### src/design/cct_defines.svh
`ifndef CCT_DEFINES_SVH
`define CCT_DEFINES_SVH

`define CCT_NCH          8
`define CCT_BT_W         16
`define CCT_PSC_W        8
`define CCT_FILT_SAMPLES 3
`define CCT_RST_DELAY    2
`define CCT_GATE_CH      6
`define CCT_DEB_CH       7
`define CCT_PRE_W        5
`define CCT_BCK_MASK0    5'h00
`define CCT_BCK_MASK1    5'h01
`define CCT_BCK_MASK2    5'h07
`define CCT_BCK_MASK3    5'h1F
`define CCT_DIV8_MASK    5'h07

`endif

### src/design/cct_pkg.sv
package cct_pkg;

  typedef enum logic [1:0] {
    CCT_EDGE_NONE = 2'b00,
    CCT_EDGE_RISE = 2'b01,
    CCT_EDGE_FALL = 2'b10,
    CCT_EDGE_BOTH = 2'b11
  } cct_edge_t;

  typedef enum logic [1:0] {
    CCT_FILT_OFF   = 2'b00,
    CCT_FILT_RSV   = 2'b01,
    CCT_FILT_UNDIV = 2'b10,
    CCT_FILT_BASE  = 2'b11
  } cct_filt_t;

endpackage : cct_pkg

### src/design/cct_filter.sv
`timescale 1ns/1ps
`default_nettype none
module cct_filter #(
  parameter int unsigned CW = 9
) (
  // clock and reset
  input  wire logic          core_clk_i,
  input  wire logic          rst_n_i,
  // control
  input  wire logic          enable_i,
  input  wire logic          sample_en_i,
  input  wire logic [CW-1:0] need_i,
  // level
  input  wire logic          level_i,
  output logic               level_o
);

  logic [CW-1:0] run_cnt;

  // =========================================================
  // consecutive sample counter
  always_ff @(posedge core_clk_i or negedge rst_n_i) begin
    if (!rst_n_i) begin
      level_o <= 1'b0;
      run_cnt <= '0;
    end else if (!enable_i) begin
      level_o <= level_i;
      run_cnt <= '0;
    end else if (sample_en_i) begin
      if (level_i == level_o) begin
        run_cnt <= '0;
      end else if (run_cnt + 1'b1 >= need_i) begin
        level_o <= level_i;
        run_cnt <= '0;
      end else begin
        run_cnt <= run_cnt + 1'b1;
      end
    end
  end
endmodule : cct_filter
`default_nettype wire

### src/design/cct_top.sv
`include "cct_defines.svh"
`timescale 1ns/1ps
`default_nettype none
module cct_top #(
  parameter int unsigned BW  = `CCT_BT_W,
  parameter int unsigned PSW = `CCT_PSC_W
) (
  // clock and reset
  input  wire logic                    core_clk_i,
  input  wire logic                    rst_n_i,
  // base timer control
  input  wire logic                    base_timer_run_i,
  input  wire logic [1:0]              base_clock_select_i,
  input  wire logic                    reset_on_match0_i,
  input  wire logic                    input_select_i,
  input  wire logic [PSW-1:0]          debounce_setting_i,
  // capture channels
  input  wire logic [`CCT_NCH-1:0]     trigger_input_pin_i,
  input  wire logic [2*`CCT_NCH-1:0]   edge_select_i,
  input  wire logic [2*`CCT_NCH-1:0]   filter_select_i,
  input  wire logic [1:0]              trigger_gate_enable_i,
  input  wire logic [1:0]              gate_clear_i,
  input  wire logic [1:0]              trigger_prescale_enable_i,
  input  wire logic [2*PSW-1:0]        prescale_setting_i,
  input  wire logic [`CCT_NCH-1:0]     capture_ack_i,
  output logic      [`CCT_NCH*BW-1:0]  capture_value_o,
  output logic      [`CCT_NCH-1:0]     capture_irq_o,
  // compare channels
  input  wire logic [`CCT_NCH*BW-1:0]  compare_value_i,
  input  wire logic [`CCT_NCH-1:0]     compare_ack_i,
  output logic      [`CCT_NCH-1:0]     match_o,
  output logic      [`CCT_NCH-1:0]     compare_irq_o,
  output logic      [`CCT_NCH-1:0]     compare_out_o,
  // base timer
  output logic      [BW-1:0]           base_count_o
);

  localparam int unsigned NCH = `CCT_NCH;
  localparam int unsigned RPW = `CCT_RST_DELAY - 1;

  logic [`CCT_PRE_W-1:0] pre_cnt;
  logic [`CCT_PRE_W-1:0] bck_mask;
  logic                  bt_tick;
  logic                  div8_tick;
  logic [RPW-1:0]        rst_pend;
  logic [NCH-1:0]        raw_match;
  wire  logic [NCH-1:0]  take_v;
  wire  logic [NCH-1:0]  hit_v;
  wire  logic [NCH-1:0]  flt_v;
  wire  logic [NCH-1:0]  lvl_v;
  wire  logic [1:0]      gate_v;

  // =========================================================
  // clock dividers
  always_ff @(posedge core_clk_i or negedge rst_n_i) begin
    if (!rst_n_i) begin
      pre_cnt <= '0;
    end else begin
      pre_cnt <= pre_cnt + 1'b1;
    end
  end

  always_comb begin
    case (base_clock_select_i)
      2'h0:    bck_mask = `CCT_BCK_MASK0;
      2'h1:    bck_mask = `CCT_BCK_MASK1;
      2'h2:    bck_mask = `CCT_BCK_MASK2;
      default: bck_mask = `CCT_BCK_MASK3;
    endcase
    bt_tick   = base_timer_run_i && ((pre_cnt & bck_mask) == bck_mask);
    div8_tick = (pre_cnt & `CCT_DIV8_MASK) == `CCT_DIV8_MASK;
  end

  // =========================================================
  // base timer
  always_ff @(posedge core_clk_i or negedge rst_n_i) begin
    if (!rst_n_i) begin
      base_count_o <= '0;
      rst_pend     <= '0;
    end else if (bt_tick) begin
      rst_pend <= RPW'({rst_pend, raw_match[0] & reset_on_match0_i});
      if (rst_pend[RPW-1]) begin
        base_count_o <= '0;
      end else begin
        base_count_o <= base_count_o + 1'b1;
      end
    end
  end

  always_comb begin
    for (int c = 0; c < NCH; c++) begin
      raw_match[c] = bt_tick && (base_count_o == compare_value_i[c*BW +: BW]);
    end
  end

  // =========================================================
  // capture trigger paths
  for (genvar i = 0; i < NCH; i++) begin : g_cap
    cct_pkg::cct_edge_t esel;
    cct_pkg::cct_filt_t fsel;
    logic               deb_lvl;
    logic               filt_lvl;
    logic               lvl_q;
    logic               filt_smp;

    always_comb begin
      esel = cct_pkg::cct_edge_t'(edge_select_i[2*i +: 2]);
      fsel = cct_pkg::cct_filt_t'(filter_select_i[2*i +: 2]);
      case (fsel)
        cct_pkg::CCT_FILT_UNDIV: filt_smp = 1'b1;
        cct_pkg::CCT_FILT_BASE:  filt_smp = bt_tick;
        default:                 filt_smp = 1'b0;
      endcase
    end

    if (i == `CCT_DEB_CH) begin : g_deb
      cct_filter #(.CW(PSW+1)) u_deb (
        .core_clk_i  (core_clk_i),
        .rst_n_i     (rst_n_i),
        .enable_i    (input_select_i),
        .sample_en_i (div8_tick),
        .need_i      ({1'b0, debounce_setting_i} + 1'b1),
        .level_i     (trigger_input_pin_i[i]),
        .level_o     (deb_lvl)
      );
    end else begin : g_nodeb
      assign deb_lvl = trigger_input_pin_i[i];
    end

    cct_filter #(.CW(PSW+1)) u_flt (
      .core_clk_i  (core_clk_i),
      .rst_n_i     (rst_n_i),
      .enable_i    (fsel == cct_pkg::CCT_FILT_UNDIV || fsel == cct_pkg::CCT_FILT_BASE),
      .sample_en_i (filt_smp),
      .need_i      ((PSW+1)'(`CCT_FILT_SAMPLES)),
      .level_i     (deb_lvl),
      .level_o     (filt_lvl)
    );

    always_ff @(posedge core_clk_i or negedge rst_n_i) begin
      if (!rst_n_i) begin
        lvl_q <= 1'b0;
      end else begin
        lvl_q <= filt_lvl;
      end
    end

    assign flt_v[i] = filt_lvl;
    assign lvl_v[i] = lvl_q;
    assign hit_v[i] = ((esel == cct_pkg::CCT_EDGE_RISE || esel == cct_pkg::CCT_EDGE_BOTH)
                       && filt_lvl && !lvl_q)
                    || ((esel == cct_pkg::CCT_EDGE_FALL || esel == cct_pkg::CCT_EDGE_BOTH)
                       && !filt_lvl && lvl_q);

    if (i >= `CCT_GATE_CH) begin : g_gp
      localparam int unsigned K = i - `CCT_GATE_CH;
      logic           gate_shut;
      logic           first;
      logic           pre_ok;
      logic [PSW-1:0] pcnt;

      always_comb begin
        pre_ok = !trigger_prescale_enable_i[K] || first
              || (pcnt >= prescale_setting_i[K*PSW +: PSW]);
      end

      assign take_v[i] = hit_v[i] && !gate_shut && pre_ok;
      assign gate_v[K] = gate_shut;

      // the shutting capture wins over a clear in the same cycle
      always_ff @(posedge core_clk_i or negedge rst_n_i) begin
        if (!rst_n_i) begin
          gate_shut <= 1'b0;
        end else if (take_v[i] && trigger_gate_enable_i[K]) begin
          gate_shut <= 1'b1;
        end else if (gate_clear_i[K] || raw_match[i] || !trigger_gate_enable_i[K]) begin
          gate_shut <= 1'b0;
        end
      end

      always_ff @(posedge core_clk_i or negedge rst_n_i) begin
        if (!rst_n_i) begin
          first <= 1'b1;
          pcnt  <= '0;
        end else if (!trigger_prescale_enable_i[K]) begin
          first <= 1'b1;
          pcnt  <= '0;
        end else if (hit_v[i] && !gate_shut) begin
          if (pre_ok) begin
            first <= 1'b0;
            pcnt  <= first ? PSW'(1) : '0;
          end else begin
            pcnt  <= pcnt + 1'b1;
          end
        end
      end
    end else begin : g_plain
      assign take_v[i] = hit_v[i];
    end
  end

  // =========================================================
  // capture and compare registers
  always_ff @(posedge core_clk_i or negedge rst_n_i) begin
    if (!rst_n_i) begin
      capture_value_o <= '0;
      capture_irq_o   <= '0;
    end else begin
      for (int c = 0; c < NCH; c++) begin
        if (take_v[c]) begin
          capture_value_o[c*BW +: BW] <= base_count_o;
          capture_irq_o[c]            <= 1'b1;
        end else if (capture_ack_i[c]) begin
          capture_irq_o[c]            <= 1'b0;
        end
      end
    end
  end

  always_ff @(posedge core_clk_i or negedge rst_n_i) begin
    if (!rst_n_i) begin
      match_o       <= '0;
      compare_irq_o <= '0;
      compare_out_o <= '0;
    end else begin
      for (int c = 0; c < NCH; c++) begin
        match_o[c] <= raw_match[c];
        if (raw_match[c]) begin
          compare_irq_o[c] <= 1'b1;
          compare_out_o[c] <= ~compare_out_o[c];
        end else if (compare_ack_i[c]) begin
          compare_irq_o[c] <= 1'b0;
        end
      end
    end
  end
endmodule : cct_top
`default_nettype wire

### config.mk
export PLATFORM = sky130hd
export DESIGN_NAME = cct_top
export DESIGN_NICKNAME = d
export VERILOG_FILES = /design/src/design/cct_pkg.sv /design/src/design/cct_filter.sv /design/src/design/cct_top.sv
export VERILOG_INCLUDE_DIRS = /design/src /design/src/design
export SDC_FILE = /design/constraint.sdc
export NUM_CORES = 1
export LEC_CHECK = 0
export ABC_CLOCK_PERIOD_IN_PS = 3550
export BUFFER_PORTS_ARGS = -buffer_cell sky130_fd_sc_hd__buf_2
export CAP_MARGIN = 20
export CORE_ASPECT_RATIO = 0.9
export CORE_MARGIN = 3
export CORE_UTILIZATION = 40
export CTS_CLUSTER_DIAMETER = 150
export DETAILED_ROUTE_END_ITERATION = 6
export SLEW_MARGIN = 5
export SYNTH_ARGS = -nofsm -noshare
export SYNTH_HDL_FRONTEND = slang
export SYNTH_HIERARCHICAL = 1
export SYNTH_SLANG_ARGS = --single-unit
### constraint.sdc
create_clock -name core_clk_i -period 3.55 [get_ports core_clk_i]
set_input_delay 0.355 -clock core_clk_i [delete_from_list [all_inputs] [get_ports core_clk_i]]
set_output_delay 0.355 -clock core_clk_i [all_outputs]
set_load 0.005 [all_outputs]
* Word-level counts from Yosys, hierarchy flattened
Index checks and enable logic that the tools add are counted.
** Storage, ports and cells
- Register bits :: 300
- Bits in latches :: 0
- Bits in writable memories :: 0
- Memory bits (read-only) :: 0
- Logic and storage cells :: 466
- Memories :: 0
** Cells by class
- Add/subtract/negate cells :: 14
- Multiply operators :: 0
- Div/mod/pow operators :: 0
- $lt $le $gt $ge :: 11
- Equality and inequality tests :: 92
- Shift-type cells :: 0
- Muxes and demuxes :: 132
- Bitwise gates (word level) :: 10
- Reductions and logical operators :: 139
** Operator list (count)
- $mux W9 :: 36
- $eq A16 B16 Y1 :: 8
- $add A9 B1 Y9 const B :: 9
- $mux W1 :: 80
- $ge A9 B2 Y1 const B :: 8
- $eq A2 B2 Y1 const B :: 33
- $ne A2 B2 Y1 const B :: 25
- $mux W8 :: 6
- $logic_and A1 B1 Y1 :: 47
- $logic_or A1 B1 Y1 :: 40
- $reduce_bool A2 Y1 :: 18
- $reduce_and A3 Y1 :: 9
- $logic_not A1 Y1 :: 22
- $eq A2 B1 Y1 const B :: 9
- $add A16 B1 Y16 const B :: 1
- $add A8 B1 Y8 const B :: 2
- $ge A8 B8 Y1 :: 2
- $mux W16 :: 1
- $pmux W1 S2 :: 8
- $pmux W5 S3 :: 1
- $ne A2 B1 Y1 const B :: 6
- $add A8 B1 Y9 const B :: 1
- $eq A1 B1 Y1 :: 9
- $ge A9 B9 Y1 :: 1
- 8 further kinds :: 16

* Depth between registers and ports, before layout
Gate-level depths: netlist (run 1).
- Word-level depth :: 10
- Gate-level depth with buffers :: 11

* Hierarchy
Netlist (run 1), hierarchy kept.
** Modules (own cells, without submodules)
- cct_top :: instances 1, cells each 889, area an instance 10487.6 sq um, seq. area each 5257.5 sq um
- cct_filter :: instances 9, cells each 92, area an instance 827.0 sq um, seq. area each 250.2 sq um

* Worst setup path after synthesis (run 1)
OpenSTA, ideal clock, no wires.
- Kind :: input to register
- From :: in prescale_setting_i[7]
- To :: reg capture_value_o[104]
- Setup time :: 0.125 ns
- Arrival time :: 2.154 ns
- Data required time :: 3.425 ns
- Setup slack :: 1.271 ns
- Cell stages on the path :: 8
- Buffers on the path :: 1
- Path through :: inv_1 ha_1 a41o_1 a2111oi_4 o31ai_4 nand2_4 buf_12 mux2_4
** On the way
- Longest elaborated chain between the ends :: 3
** RTL lines
- from (decl) :: RTL line cct_top.sv:24 : input wire logic [2*PSW-1:0] prescale_setting_i,
- $ge A8 B8 Y1 :: RTL line cct_top.sv:164 : || (pcnt >= prescale_setting_i[K*PSW +: PSW]);
- $logic_or A1 B1 Y1 :: RTL line cct_top.sv:164
- $logic_and A1 B1 Y1 :: RTL line cct_top.sv:167 : assign take_v[i] = hit_v[i] && !gate_shut && pre_ok;
- to (signal, indexed assignment) :: RTL line cct_top.sv:211 : capture_value_o[c*BW +: BW] <= base_count_o;
- to (decl) :: RTL line cct_top.sv:26 : output logic [`CCT_NCH*BW-1:0] capture_value_o,
No other way between the ends.
A chain may end at the register's enable or synchronous reset.

* Worst setup path after layout (run 1)
- From :: reg pre_cnt[0]
- To :: reg g_cap[6].u_flt.run_cnt[0]
** On the way
- Longest elaborated chain between the ends :: 5
** RTL lines
- from (decl) :: RTL line cct_top.sv:41 : logic [`CCT_PRE_W-1:0] pre_cnt;
- from (signal assigned) :: RTL line cct_top.sv:59 : pre_cnt <= pre_cnt + 1'b1;
- $and A5 B5 Y5 :: RTL line cct_top.sv:70 : bt_tick = base_timer_run_i && ((pre_cnt & bck_mask) == bck_mask);
- $eq A5 B5 Y1 :: RTL line cct_top.sv:70
- $logic_and A1 B1 Y1 :: RTL line cct_top.sv:70
- $pmux W1 S2 :: RTL line cct_top.sv:109 : case (fsel)
- via g_cap[6].filt_smp :: RTL line cct_top.sv:104 : logic filt_smp;
- $ne A2 B2 Y1 (no source line)
- to (signal assigned) :: RTL line cct_filter.sv:36 : run_cnt <= run_cnt + 1'b1;
- to (decl) :: RTL line cct_filter.sv:18 : logic [CW-1:0] run_cnt;
The timed path passes the listed nets, and every way through them passes these cells.

==> results of run 1 <==
[state kept, by name (all words and copies together) (netlist names)]
name	cells
capture_value_o	128
g_cap.u_flt/run_cnt	72
base_count_o	16
g_cap.g_gp.pcnt	16
g_cap.g_deb.u_deb/run_cnt	9
capture_irq_o	8
compare_irq_o	8
compare_out_o	8
g_cap.lvl_q	8
g_cap.u_flt/level_o	8
match_o	8
pre_cnt	5
g_cap.g_gp.first	2
g_cap.g_gp.gate_shut	2
g_cap.g_deb.u_deb/level_o	1
rst_pend	1
[worst max-delay path by stage]
stage / start / endpoint / slack, ns / cells after the start
5_1_grt: pre_cnt[0] / g_cap[0].u_flt/run_cnt[0] / 0.63 / 6
3_5_place_dp: base_timer_run_i / g_cap[6].u_flt/run_cnt[2] / 0.71 / 7
6_report: pre_cnt[0] / g_cap[6].u_flt/run_cnt[0] / 0.79 / 6
4_1_cts: pre_cnt[0] / g_cap[6].u_flt/run_cnt[2] / 0.73 / 6
3_3_place_gp: base_timer_run_i / g_cap[5].u_flt/run_cnt[2] / 0.77 / 7
2_1_floorplan: prescale_setting_i[7] / capture_value_o[104] / 1.27 / 8
[per-stage QoR]
step                cells  hold slack, ns  setup slack [ns]    util
global placement     2730          0.4422            0.7702  0.4785
CTS                  2799        0.001751            0.7298  0.5074
floorplan            1787         0.05941             1.271       -
global route         2806         0.01093            0.6316  0.5084
detailed placement   2730          0.4495            0.7123  0.4785
finish               2806         0.02811            0.7929  0.5084
[final cells by class]
class | count | area (sq um) | area share
multi-input combinational | 1276 | 9844 | 0.4441
timing repair buffer | 439 | 2380 | 0.1074
tap | 592 | 740.7 | 0.03342
antenna | 6 | 15.01 | 0.0006774
clock buffer | 47 | 992.2 | 0.04476
clock inverter | 14 | 187.7 | 0.008467
sequential | 300 | 7510 | 0.3388
inverter | 132 | 495.5 | 0.02235
[metal layers]
layer  vias up  share of wire
li1       6807              -
met1      6883           0.42
met2       425           0.48
met3       105          0.057
met4         6          0.041
met5         -        0.00080
[repair_timing]
action | CTS | global route
buffers inserted | 0 | 0
resized for setup | 0 | 0
hold buffers | 8 | 0
hold endpoints to repair | 99 | 0
[power groups by stage]
stage	Combinational (uW)	Clock [uW]	Sequential, uW
after floorplan	1550	0	4180
after global placement	2600	0	4270
after detailed placement	2630	0	4290
after CTS	2660	3810	4240
after global routing	2890	3940	4290
final	2640	3710	4240
[Yosys cell counts (3+ instances only)]
cell type and n:
dfrtp_1 298, nand2_1 199, xnor2_1 171, inv_1 132, mux2_2 120, ha_1 112
o21ai_0 88, nand4_1 62, xor2_1 50, clkbuf_1 43, nand3_1 41, a21o_1 38
o21ai_1 33, nor2_1 23, nand2b_1 22, nor2b_1 21, buf_2 19, a21oi_1 17
mux2_4 17, a22o_1 15, nor3_1 14, buf_4 13, and4_1 12, and3_1 11
nor4_1 11, nand3b_1 10, a211oi_2 9, a21boi_0 9, a31oi_2 9, nor4b_2 9
o2111ai_4 9, o211a_4 9, o211ai_1 9, or2_2 9, or2_4 9, a31oi_1 3
buf_1 3, o22ai_1 3
[logic make-up (layout without fill, tap and decap cells)]
group | after synthesis | count (layout)
AO/OA/AOI/OAI | 271 | 271
XOR/XNOR | 221 | 221
adder cells (fa/ha/maj) | 112 | 112
buffers and inverters | 211 | 632
flip-flops | 300 | 300
multiplexers | 139 | 139
other | 2 | 78
AND/OR/NAND/NOR | 461 | 461
==> impl_metrics.ini, run 1 <==
[floorplan]
rows = 72
start_util = 0.4112
die_y_microns = 206.9
io-pin-count = 397
dieArea_sq_mm = 0.04741
coreArea_sq_mm = 0.04360
die_w_microns = 229.2

[logic_synthesis]
synth_enable_flop_cells = 0
yosys.area_share.simple = 0.1349
avgSynthCellArea_sq_um = 10.44
yosys.area_share.adder = 0.07815
synth-seq-cells = 300
syn_area_sq_mm = 0.01793
synth_xor_area_frac = 0.1079
ys_seq_area_frac = 0.4188
yosys_warnings = 6
synth_top_family_by_area = simple AND/OR/NAND/NOR gates
synth_compound_area_frac = 0.1199
synth_top_flop_cell = dfrtp_1
synth_top_area_cell = dfrtp_1
muxShareOfSynthArea = 0.09078
synth_top_area_frac = 0.4159
netlist_instances = 1717
async_reset_ff_frac = 1.000
synth_area_leaders = dfrtp_1, xnor2_1, ha_1, mux2_2, nand2_1
yosysUniqueCellTypes = 62

[global_route]
gr-usage-met1 = 0.2714
overflow = 0
grt-busiest-layer = met2
grt_pass1_vias = 14198
antenna_found_initial = 12
use_met2 = 0.3772
grt_max_degree = 98
grt_pass1_wl_microns = 81440
grt_use_total = 0.2205
grt_util_met3 = 0.04638

[cts]
numCtsBuffers = 35
clkTransAtPathRegs_ns = 0.06
htree_levels = 2
insertion_delay_ns = 0.54
cts_root_buf = clkbuf_16
cts_sinks = 300
cts_tree = built
ctsLongestPathBuffers = 3

[timing]
fmax_mhz = 362.7
tns_ns = 0
fin_skew_ns = 0.02732
slew_viol_final = 0
hold_violations = 0
setup-violations-final = 0
period_minus_slack_ns = 2.757
relSlewSlack = 0.4318
fin_crit_sh = 0.7767
worstMarginPinSlew_ns = 0.8506
rsz0062_at_grt = no

[setup_path]
path_class = flip-flop to flip-flop
end_kind = flip-flop
ff2ff_path_depth = 6
r2r_end = g_cap[6].u_flt/run_cnt[0]
critical-path-top-delay-family = compound AO/OA/AOI/OAI gates
cp_num_buf_inv = 0
path_max_fanout = 10
cp_cell_sequence = nand2b_1, a32oi_4, a21boi_0, nor2b_1, nor3_1, a21o_1
worst_ep_arrival_time_ns = 3.16
reg2reg_from = pre_cnt[0]
start_kind = flip-flop
r2r_setup_slack_ns = 0.79
max_stage_delay_ns = 0.74
slowest_stage = a32oi_4
cp.required_ns = 3.95

[cells_and_area]
syn_to_final_growth_pct = 23.61
layout_commonest_cell = buf_2
fin_nets = 2517
nFillCells = 4051
drive_gt1_frac = 0.3197
stdcell_area_sq_mm = 0.02217
layout_common_cells = buf_2, dfrtp_1, nand2_1

[detailed_routing]
via_count = 14226
antenna_left = 0
drt_first_pass_iters = 5
wl_per_cell_microns = 19.14
drtIter0Drc = 709
post-route-drc-count = 0
via_per_inst = 5.070
wl_microns = 53700

[placed_design]
port_buffers = 396
gp_congestion = 0.9409
hpwl_microns = 41100
dpl_cell_area_sq_mm = 0.02086

[power]
p_comb_frac = 0.249
p_int_uw = 7348
p_leak_uw = 0.01046
pwr-share-clk = 0.350
power.density_mw_per_mm2 = 477.5
power_uw = 10580
p_sw_uw = 3237
swShare = 0.3058
seqPwrFrac = 0.400
ir_drop_mv = 0.4094

[outcome]
status = finished, final reports clean

[worst_hold_path]
hold_start = trigger_prescale_enable_i[1]
whs_path_depth = 2
hold_path_end = g_cap[7].g_gp.first
hold_class = input pin to flip-flop

[job]
max_cap_violations = 0
Power figures use the tool's default switching activity.
==> run 2, diff against run 1 <==
ABC_CLOCK_PERIOD_IN_PS = 2890   (was 3550)
clock period = 2.89 ns   (was 3.55 ns; I/O delays follow)
==> impl_metrics.ini, run 2 (same netlist as run 1, synthesis figures left out) <==
[cells_and_area]
layout_commonest_cell = buf_2
syn_to_final_growth_pct = 26.44
nFillCells = 4037
fin_nets = 2563
drive_gt1_frac = 0.3254
multiInputGateArea_sq_mm = 0.009851
regMostFlops = capture_value_o
largest_reg_flops = 128
reg_top3 = capture_value_o x128, g_cap.u_flt/run_cnt x72
layout_common_cells = buf_2, dfrtp_1, nand2_1
seq_area_sq_mm = 0.007510
final_util = 0.5200

[floorplan]
dieArea_sq_mm = 0.04741
die_w_microns = 229.2
rows = 72
io-pin-count = 397
coreArea_sq_mm = 0.04360
start_util = 0.4112
die_y_microns = 206.9

[cts]
insertion_delay_ns = 0.54
post_cts_buffers = 0
htree_levels = 2
ctsLongestPathBuffers = 3
cts_sinks = 300
clkTransAtPathRegs_ns = 0.06
numCtsBuffers = 36
cts_root_buf = clkbuf_16
cts_tree = built

[power]
power.density_mw_per_mm2 = 592.1
p_leak_uw = 0.01073
seqPwrFrac = 0.385
p_int_uw = 9379
swShare = 0.3014
pwr-share-clk = 0.364
p_comb_frac = 0.251
ir_drop_mv = 0.3467
p_sw_uw = 4046

[detailed_routing]
wl_microns = 54750
drtIter0Drc = 713
drt_first_pass_iters = 5
wl_per_cell_microns = 19.20
post-route-drc-count = 0
via_per_inst = 5.006
via_count = 14273
antenna_left = 0

[outcome]
status = finished, final reports clean

[global_route]
grt_max_degree = 63
antenna_found_initial = 7
overflow = 0
grt_pass1_wl_microns = 83820
grt_use_total = 0.2282
grt_pass1_vias = 14360

[timing]
hold_violations = 0
tns_ns = 0
fin_skew_ns = 0.02885
worstMarginPinSlew_ns = 1.076
fin_crit_sh = 0.9324
relSlewSlack = 0.2826
worst_slack_ns = 0.1955
slew_viol_final = 0
fmax_mhz = 371.1
setup-violations-final = 0
period_minus_slack_ns = 2.695
rsz0062_at_grt = no
whs_ns = 0.05756

[setup_path]
critical-path-top-delay-family = flip-flops
slowest_stage = dfrtp_1
ff2ff_path_depth = 6
cp.required_ns = 3.31
cp_cell_sequence = buf_4, xnor2_1, nand4_1, nor4_2, o31ai_1, dlygate4sd3_1
path_class = flip-flop to flip-flop
cp_num_buf_inv = 2
path_max_fanout = 10
max_stage_delay_ns = 0.87
r2r_setup_slack_ns = 0.20
worst_ep_arrival_time_ns = 3.12
r2r_end = g_cap[7].g_gp.gate_shut
end_kind = flip-flop
start_kind = flip-flop
reg2reg_from = base_count_o[4]

[placed_design]
port_buffers = 396
gp_congestion = 0.9864
hpwl_microns = 41890
dp_slack_ns = 0.3800

[worst_hold_path]
hold_start = trigger_gate_enable_i[0]
whs_path_depth = 2
hold_path_end = g_cap[6].g_gp.gate_shut
hold_class = input pin to flip-flop

[job]
max_cap_violations = 0
==> run 2: cell count changes in the layout (fill, tap and decap cells not counted), sizes merged <==
cell	before	now
buf	431	455
dlygate4sd3	8	29
clkbuf	47	52
diode	6	3
bufinv	4	5
clkinv	8	7
clkinvlp	1	0
inv	133	132
==> run 2: how the worst max path moves through the flow <==
stage	from	to	slack [ns]	cells after the start
5_1_grt	base_count_o[12]	g_cap[7].g_gp.gate_shut	0.15	6
3_5_place_dp	prescale_setting_i[7]	capture_value_o[97]	0.38	8
3_3_place_gp	prescale_setting_i[7]	capture_value_o[103]	0.43	8
6_report	base_count_o[4]	g_cap[7].g_gp.gate_shut	0.20	6
4_1_cts	base_count_o[4]	g_cap[7].g_gp.gate_shut	0.07	6
2_1_floorplan	g_cap[6].g_gp.pcnt[7]	capture_value_o[104]	0.63	7
==> run 2: final cells by class <==
class / instances / area share
multi-input cells: 1276 / 0.4345
diodes: 3 / 0.0003311
clock inverters: 12 / 0.008664
well taps: 592 / 0.03267
inverters: 132 / 0.02185
repair buffers: 484 / 0.1230
clock buffers: 52 / 0.04779
flip-flops and latches: 300 / 0.3312
==> run 2: worst register-to-register path, cell delays in order (launching register included) <==
cell	delay, ns
dfrtp_1	0.87
buf_4	0.30
xnor2_1	0.21
nand4_1	0.16
nor4_2	0.35
o31ai_1	0.12
dlygate4sd3_1	0.57
==> run 2: power by group through the flow <==
stage | clock network, uW | registers [uW] | logic (uW)
2_1_floorplan | 0 | 5140 | 1900
3_3_place_gp | 0 | 5230 | 3300
3_5_place_dp | 0 | 5240 | 3350
4_1_cts | 5030 | 5170 | 3410
5_1_grt | 5200 | 5240 | 3700
6_report | 4880 | 5170 | 3370
==> run 2: repair_timing <==
action                                  in CTS  in global routing
gates resized for setup                      0                  1
hold buffers                                29                  0
hold endpoints to repair                    83                  0
endpoints found under the setup margin       0                  1
==> run 2: per-stage QoR <==
step / instance area (sq um) / total power, uW / cells
after floorplan: 18190 / 7041 / 1787
final: 22670 / 13420 / 2851
after detailed placement: 21090 / 8596 / 2755
after CTS: 22660 / 13620 / 2848
after global placement: 21090 / 8528 / 2755
after global routing: 22670 / 14140 / 2851
==> run 2: layer usage <==
layer,GRT usage,part of all wire
met3,0.04761,0.052
met5,0,0.00026
met4,0.08647,0.036
met1,0.2857,0.42
met2,0.3911,0.49
==> run 3, diff against run 2 <==
ABC_AREA = 1   (was default)
==> impl_metrics.ini, run 3 <==
[logic_synthesis]
async_reset_ff_frac = 1.000
synth_top_area_cell = dfrtp_1
synth-seq-cells = 300
yosys_warnings = 6
synth_enable_flop_cells = 0
yosysUniqueCellTypes = 44
netlist_instances = 2366
synth_area_leaders = dfrtp_1, nand2_1, ha_1, inv_1, nand3_1
muxShareOfSynthArea = 0
avgSynthCellArea_sq_um = 7.755
synth_top_flop_cell = dfrtp_1
synth_top_family_by_area = simple AND/OR/NAND/NOR gates
synthTopCellsByCount = nand2_1, inv_1, dfrtp_1
yosys.area_share.adder = 0.07637
synth_compound_area_frac = 0.06983
yosys.area_share.simple = 0.2737
synthMostInstantiatedCell = nand2_1
syn_area_sq_mm = 0.01835
synth_xor_area_frac = 0.07862
ys_seq_area_frac = 0.4093
synth_top_area_frac = 0.4064

[setup_path]
max_stage_delay_ns = 0.56
worst_path_most_repeated_cell = nand2_1
worst_ep_arrival_time_ns = 3.11
path_class = flip-flop to flip-flop
cp_num_buf_inv = 3
start_kind = flip-flop
slowest_stage = dlygate4sd3_1
cp.required_ns = 3.33
end_kind = flip-flop
cp_cell_sequence = inv_1, ha_1, nand2_1, nand3_1, nand2_1, nand2_1, nand2_1, nand3_1, nand2_2, buf_4, a21oi_1, dlygate4sd3_1
critical-path-top-delay-family = buffers and inverters
path_max_fanout = 22

[timing]
relSlewSlack = 0.5303
tns_ns = 0
period_minus_slack_ns = 2.673
slew_viol_final = 0
hold_violations = 0
fin_crit_sh = 0.9249
fin_skew_ns = 0.02824
setup-violations-final = 0
fmax_mhz = 374.1
worstMarginPinSlew_ns = 0.7045
worst_slack_ns = 0.2170
whs_ns = 0.04089
rsz0062_at_grt = no

[floorplan]
io-pin-count = 397
die_w_microns = 231.8
start_util = 0.4100
dieArea_sq_mm = 0.04848
die_y_microns = 209.2
rows = 73
coreArea_sq_mm = 0.04476

[detailed_routing]
via_count = 16781
antenna_left = 0
drt_first_pass_iters = 5
wl_microns = 57140
wl_per_cell_microns = 16.31
post-route-drc-count = 0
drtIter0Drc = 1022
via_per_inst = 4.789

[power]
power.density_mw_per_mm2 = 709.5
p_leak_uw = 0.01250
ir_drop_mv = 0.4369

[global_route]
overflow = 0
grt_use_total = 0.2315
grt_pass1_wl_microns = 88160
grt_pass1_vias = 16418
grt_max_degree = 64
antenna_found_initial = 6

[cts]
cts_sinks = 300
numCtsBuffers = 37
ctsLongestPathBuffers = 3
cts_root_buf = clkbuf_16
insertion_delay_ns = 0.56
post_cts_buffers = 0
cts_tree = built
clkTransAtPathRegs_ns = 0.06
htree_levels = 2

[cells_and_area]
fin_cells = 3504
syn_to_final_growth_pct = 24.83
layout_commonest_cell = nand2_1
reg_top3 = capture_value_o x128, g_cap.u_flt/run_cnt x72
regMostFlops = capture_value_o
largest_reg_flops = 128
drive_gt1_frac = 0.2227
layout_common_cells = nand2_1, buf_2, inv_1
fin_nets = 3207

[placed_design]
gp_congestion = 0.8740
port_buffers = 396
dpl.cell_count = 3405
hpwl_microns = 42890
dp_slack_ns = 0.5893

[worst_hold_path]
hold_class = input pin to flip-flop

[outcome]
status = finished, final reports clean

[job]
max_cap_violations = 0
## run 3: cell types whose count changed after synthesis, moves of 18 or more
cell	delta
nand2_1	+504
inv_1	+191
mux2_2	-120
nand3_1	+101
nor2_1	+96
xnor2_1	-91
o21ai_0	+43
nand2_2	+41
a21o_1	-38
nor2_2	+35
a21oi_1	+26
nand2b_1	-22
nor2b_1	-21
xor2_1	+18
## run 3: worst min-delay path: cells and delay by family
kind,cells,cell delay [ns]
and+or+nand+nor,2,0.13
buffers and inverters,1,0.12
## run 3: layout make-up
type | count | area (sq um)
antenna | 3 | 7.507
timing repair buffer | 463 | 2595
fill | 4375 | 21850
clock inverter | 17 | 247.7
inverter | 349 | 1315
multi-input combinational | 1723 | 9455
clock buffer | 49 | 1021
sequential | 300 | 7512
tap | 600 | 750.7
## run 3: power breakdown
group | switching, uW | leakage (uW) | internal, uW | total (uW)
Combinational | 3270 | 0.00795 | 2010 | 5290
Sequential | 879 | 0.00394 | 5240 | 6120
Clock | 1890 | 0.000615 | 2960 | 4850
Total | 6040 | 0.0125 | 10200 | 16300
## run 3: repair_timing
| item | in CTS | in global routing |
|---|---|---|
| gates resized for setup | 0 | 2 |
| endpoints found under the setup margin | 0 | 2 |
| endpoints found under the hold margin | 80 | 0 |
| hold buffers | 30 | 0 |
## run 3: cells by family (layout without fill, tap and decap cells)
logic type / count (synthesis) / after routing
AOI/OAI and AO/OA: 237 / 237
xor gates and xnor gates: 157 / 157
other: 2 / 75
adders and majority gates: 112 / 112
DFF: 300 / 300
and+or+nand+nor: 1145 / 1145
buffers and inverters: 413 / 878
## run 3: routing by layer
layer,track usage,wire length (microns),vias up
li1,-,-,8373
met1,0.2957,24570,7842
met2,0.3969,27290,484
met3,0.04103,3688,80
met4,0.07584,1583,2
met5,0,15,-
## run 3: path summary, 6_finish.rpt
| path | from | endpoint | slack (ns) | cells after the start |
|---|---|---|---|---|
| worst max-delay path | g_cap[6].g_gp.pcnt[0] | g_cap[6].g_gp.gate_shut | 0.22 | 12 |
| worst min-delay path | trigger_prescale_enable_i[0] | g_cap[6].g_gp.pcnt[0] | 0.04 | 3 |
| worst max register to register | g_cap[6].g_gp.pcnt[0] | g_cap[6].g_gp.gate_shut | 0.22 | 12 |
| worst min register to register | pre_cnt[0] | pre_cnt[0] | 0.46 | 1 |
| max in group asynchronous | rst_n_i | capture_value_o[79] | 1.69 | 3 |
| min in group asynchronous | rst_n_i | capture_value_o[127] | 0.30 | 2 |
## run 3: metrics by stage
stage	power, uW	area [sq um]	util
4_1_cts	16460	22890	0.5115
3_5_place_dp	11460	21330	0.4765
5_1_grt	17390	22900	0.5117
3_3_place_gp	11320	21330	0.4765
2_1_floorplan	8991	18610	-
6_report	16250	22900	0.5118
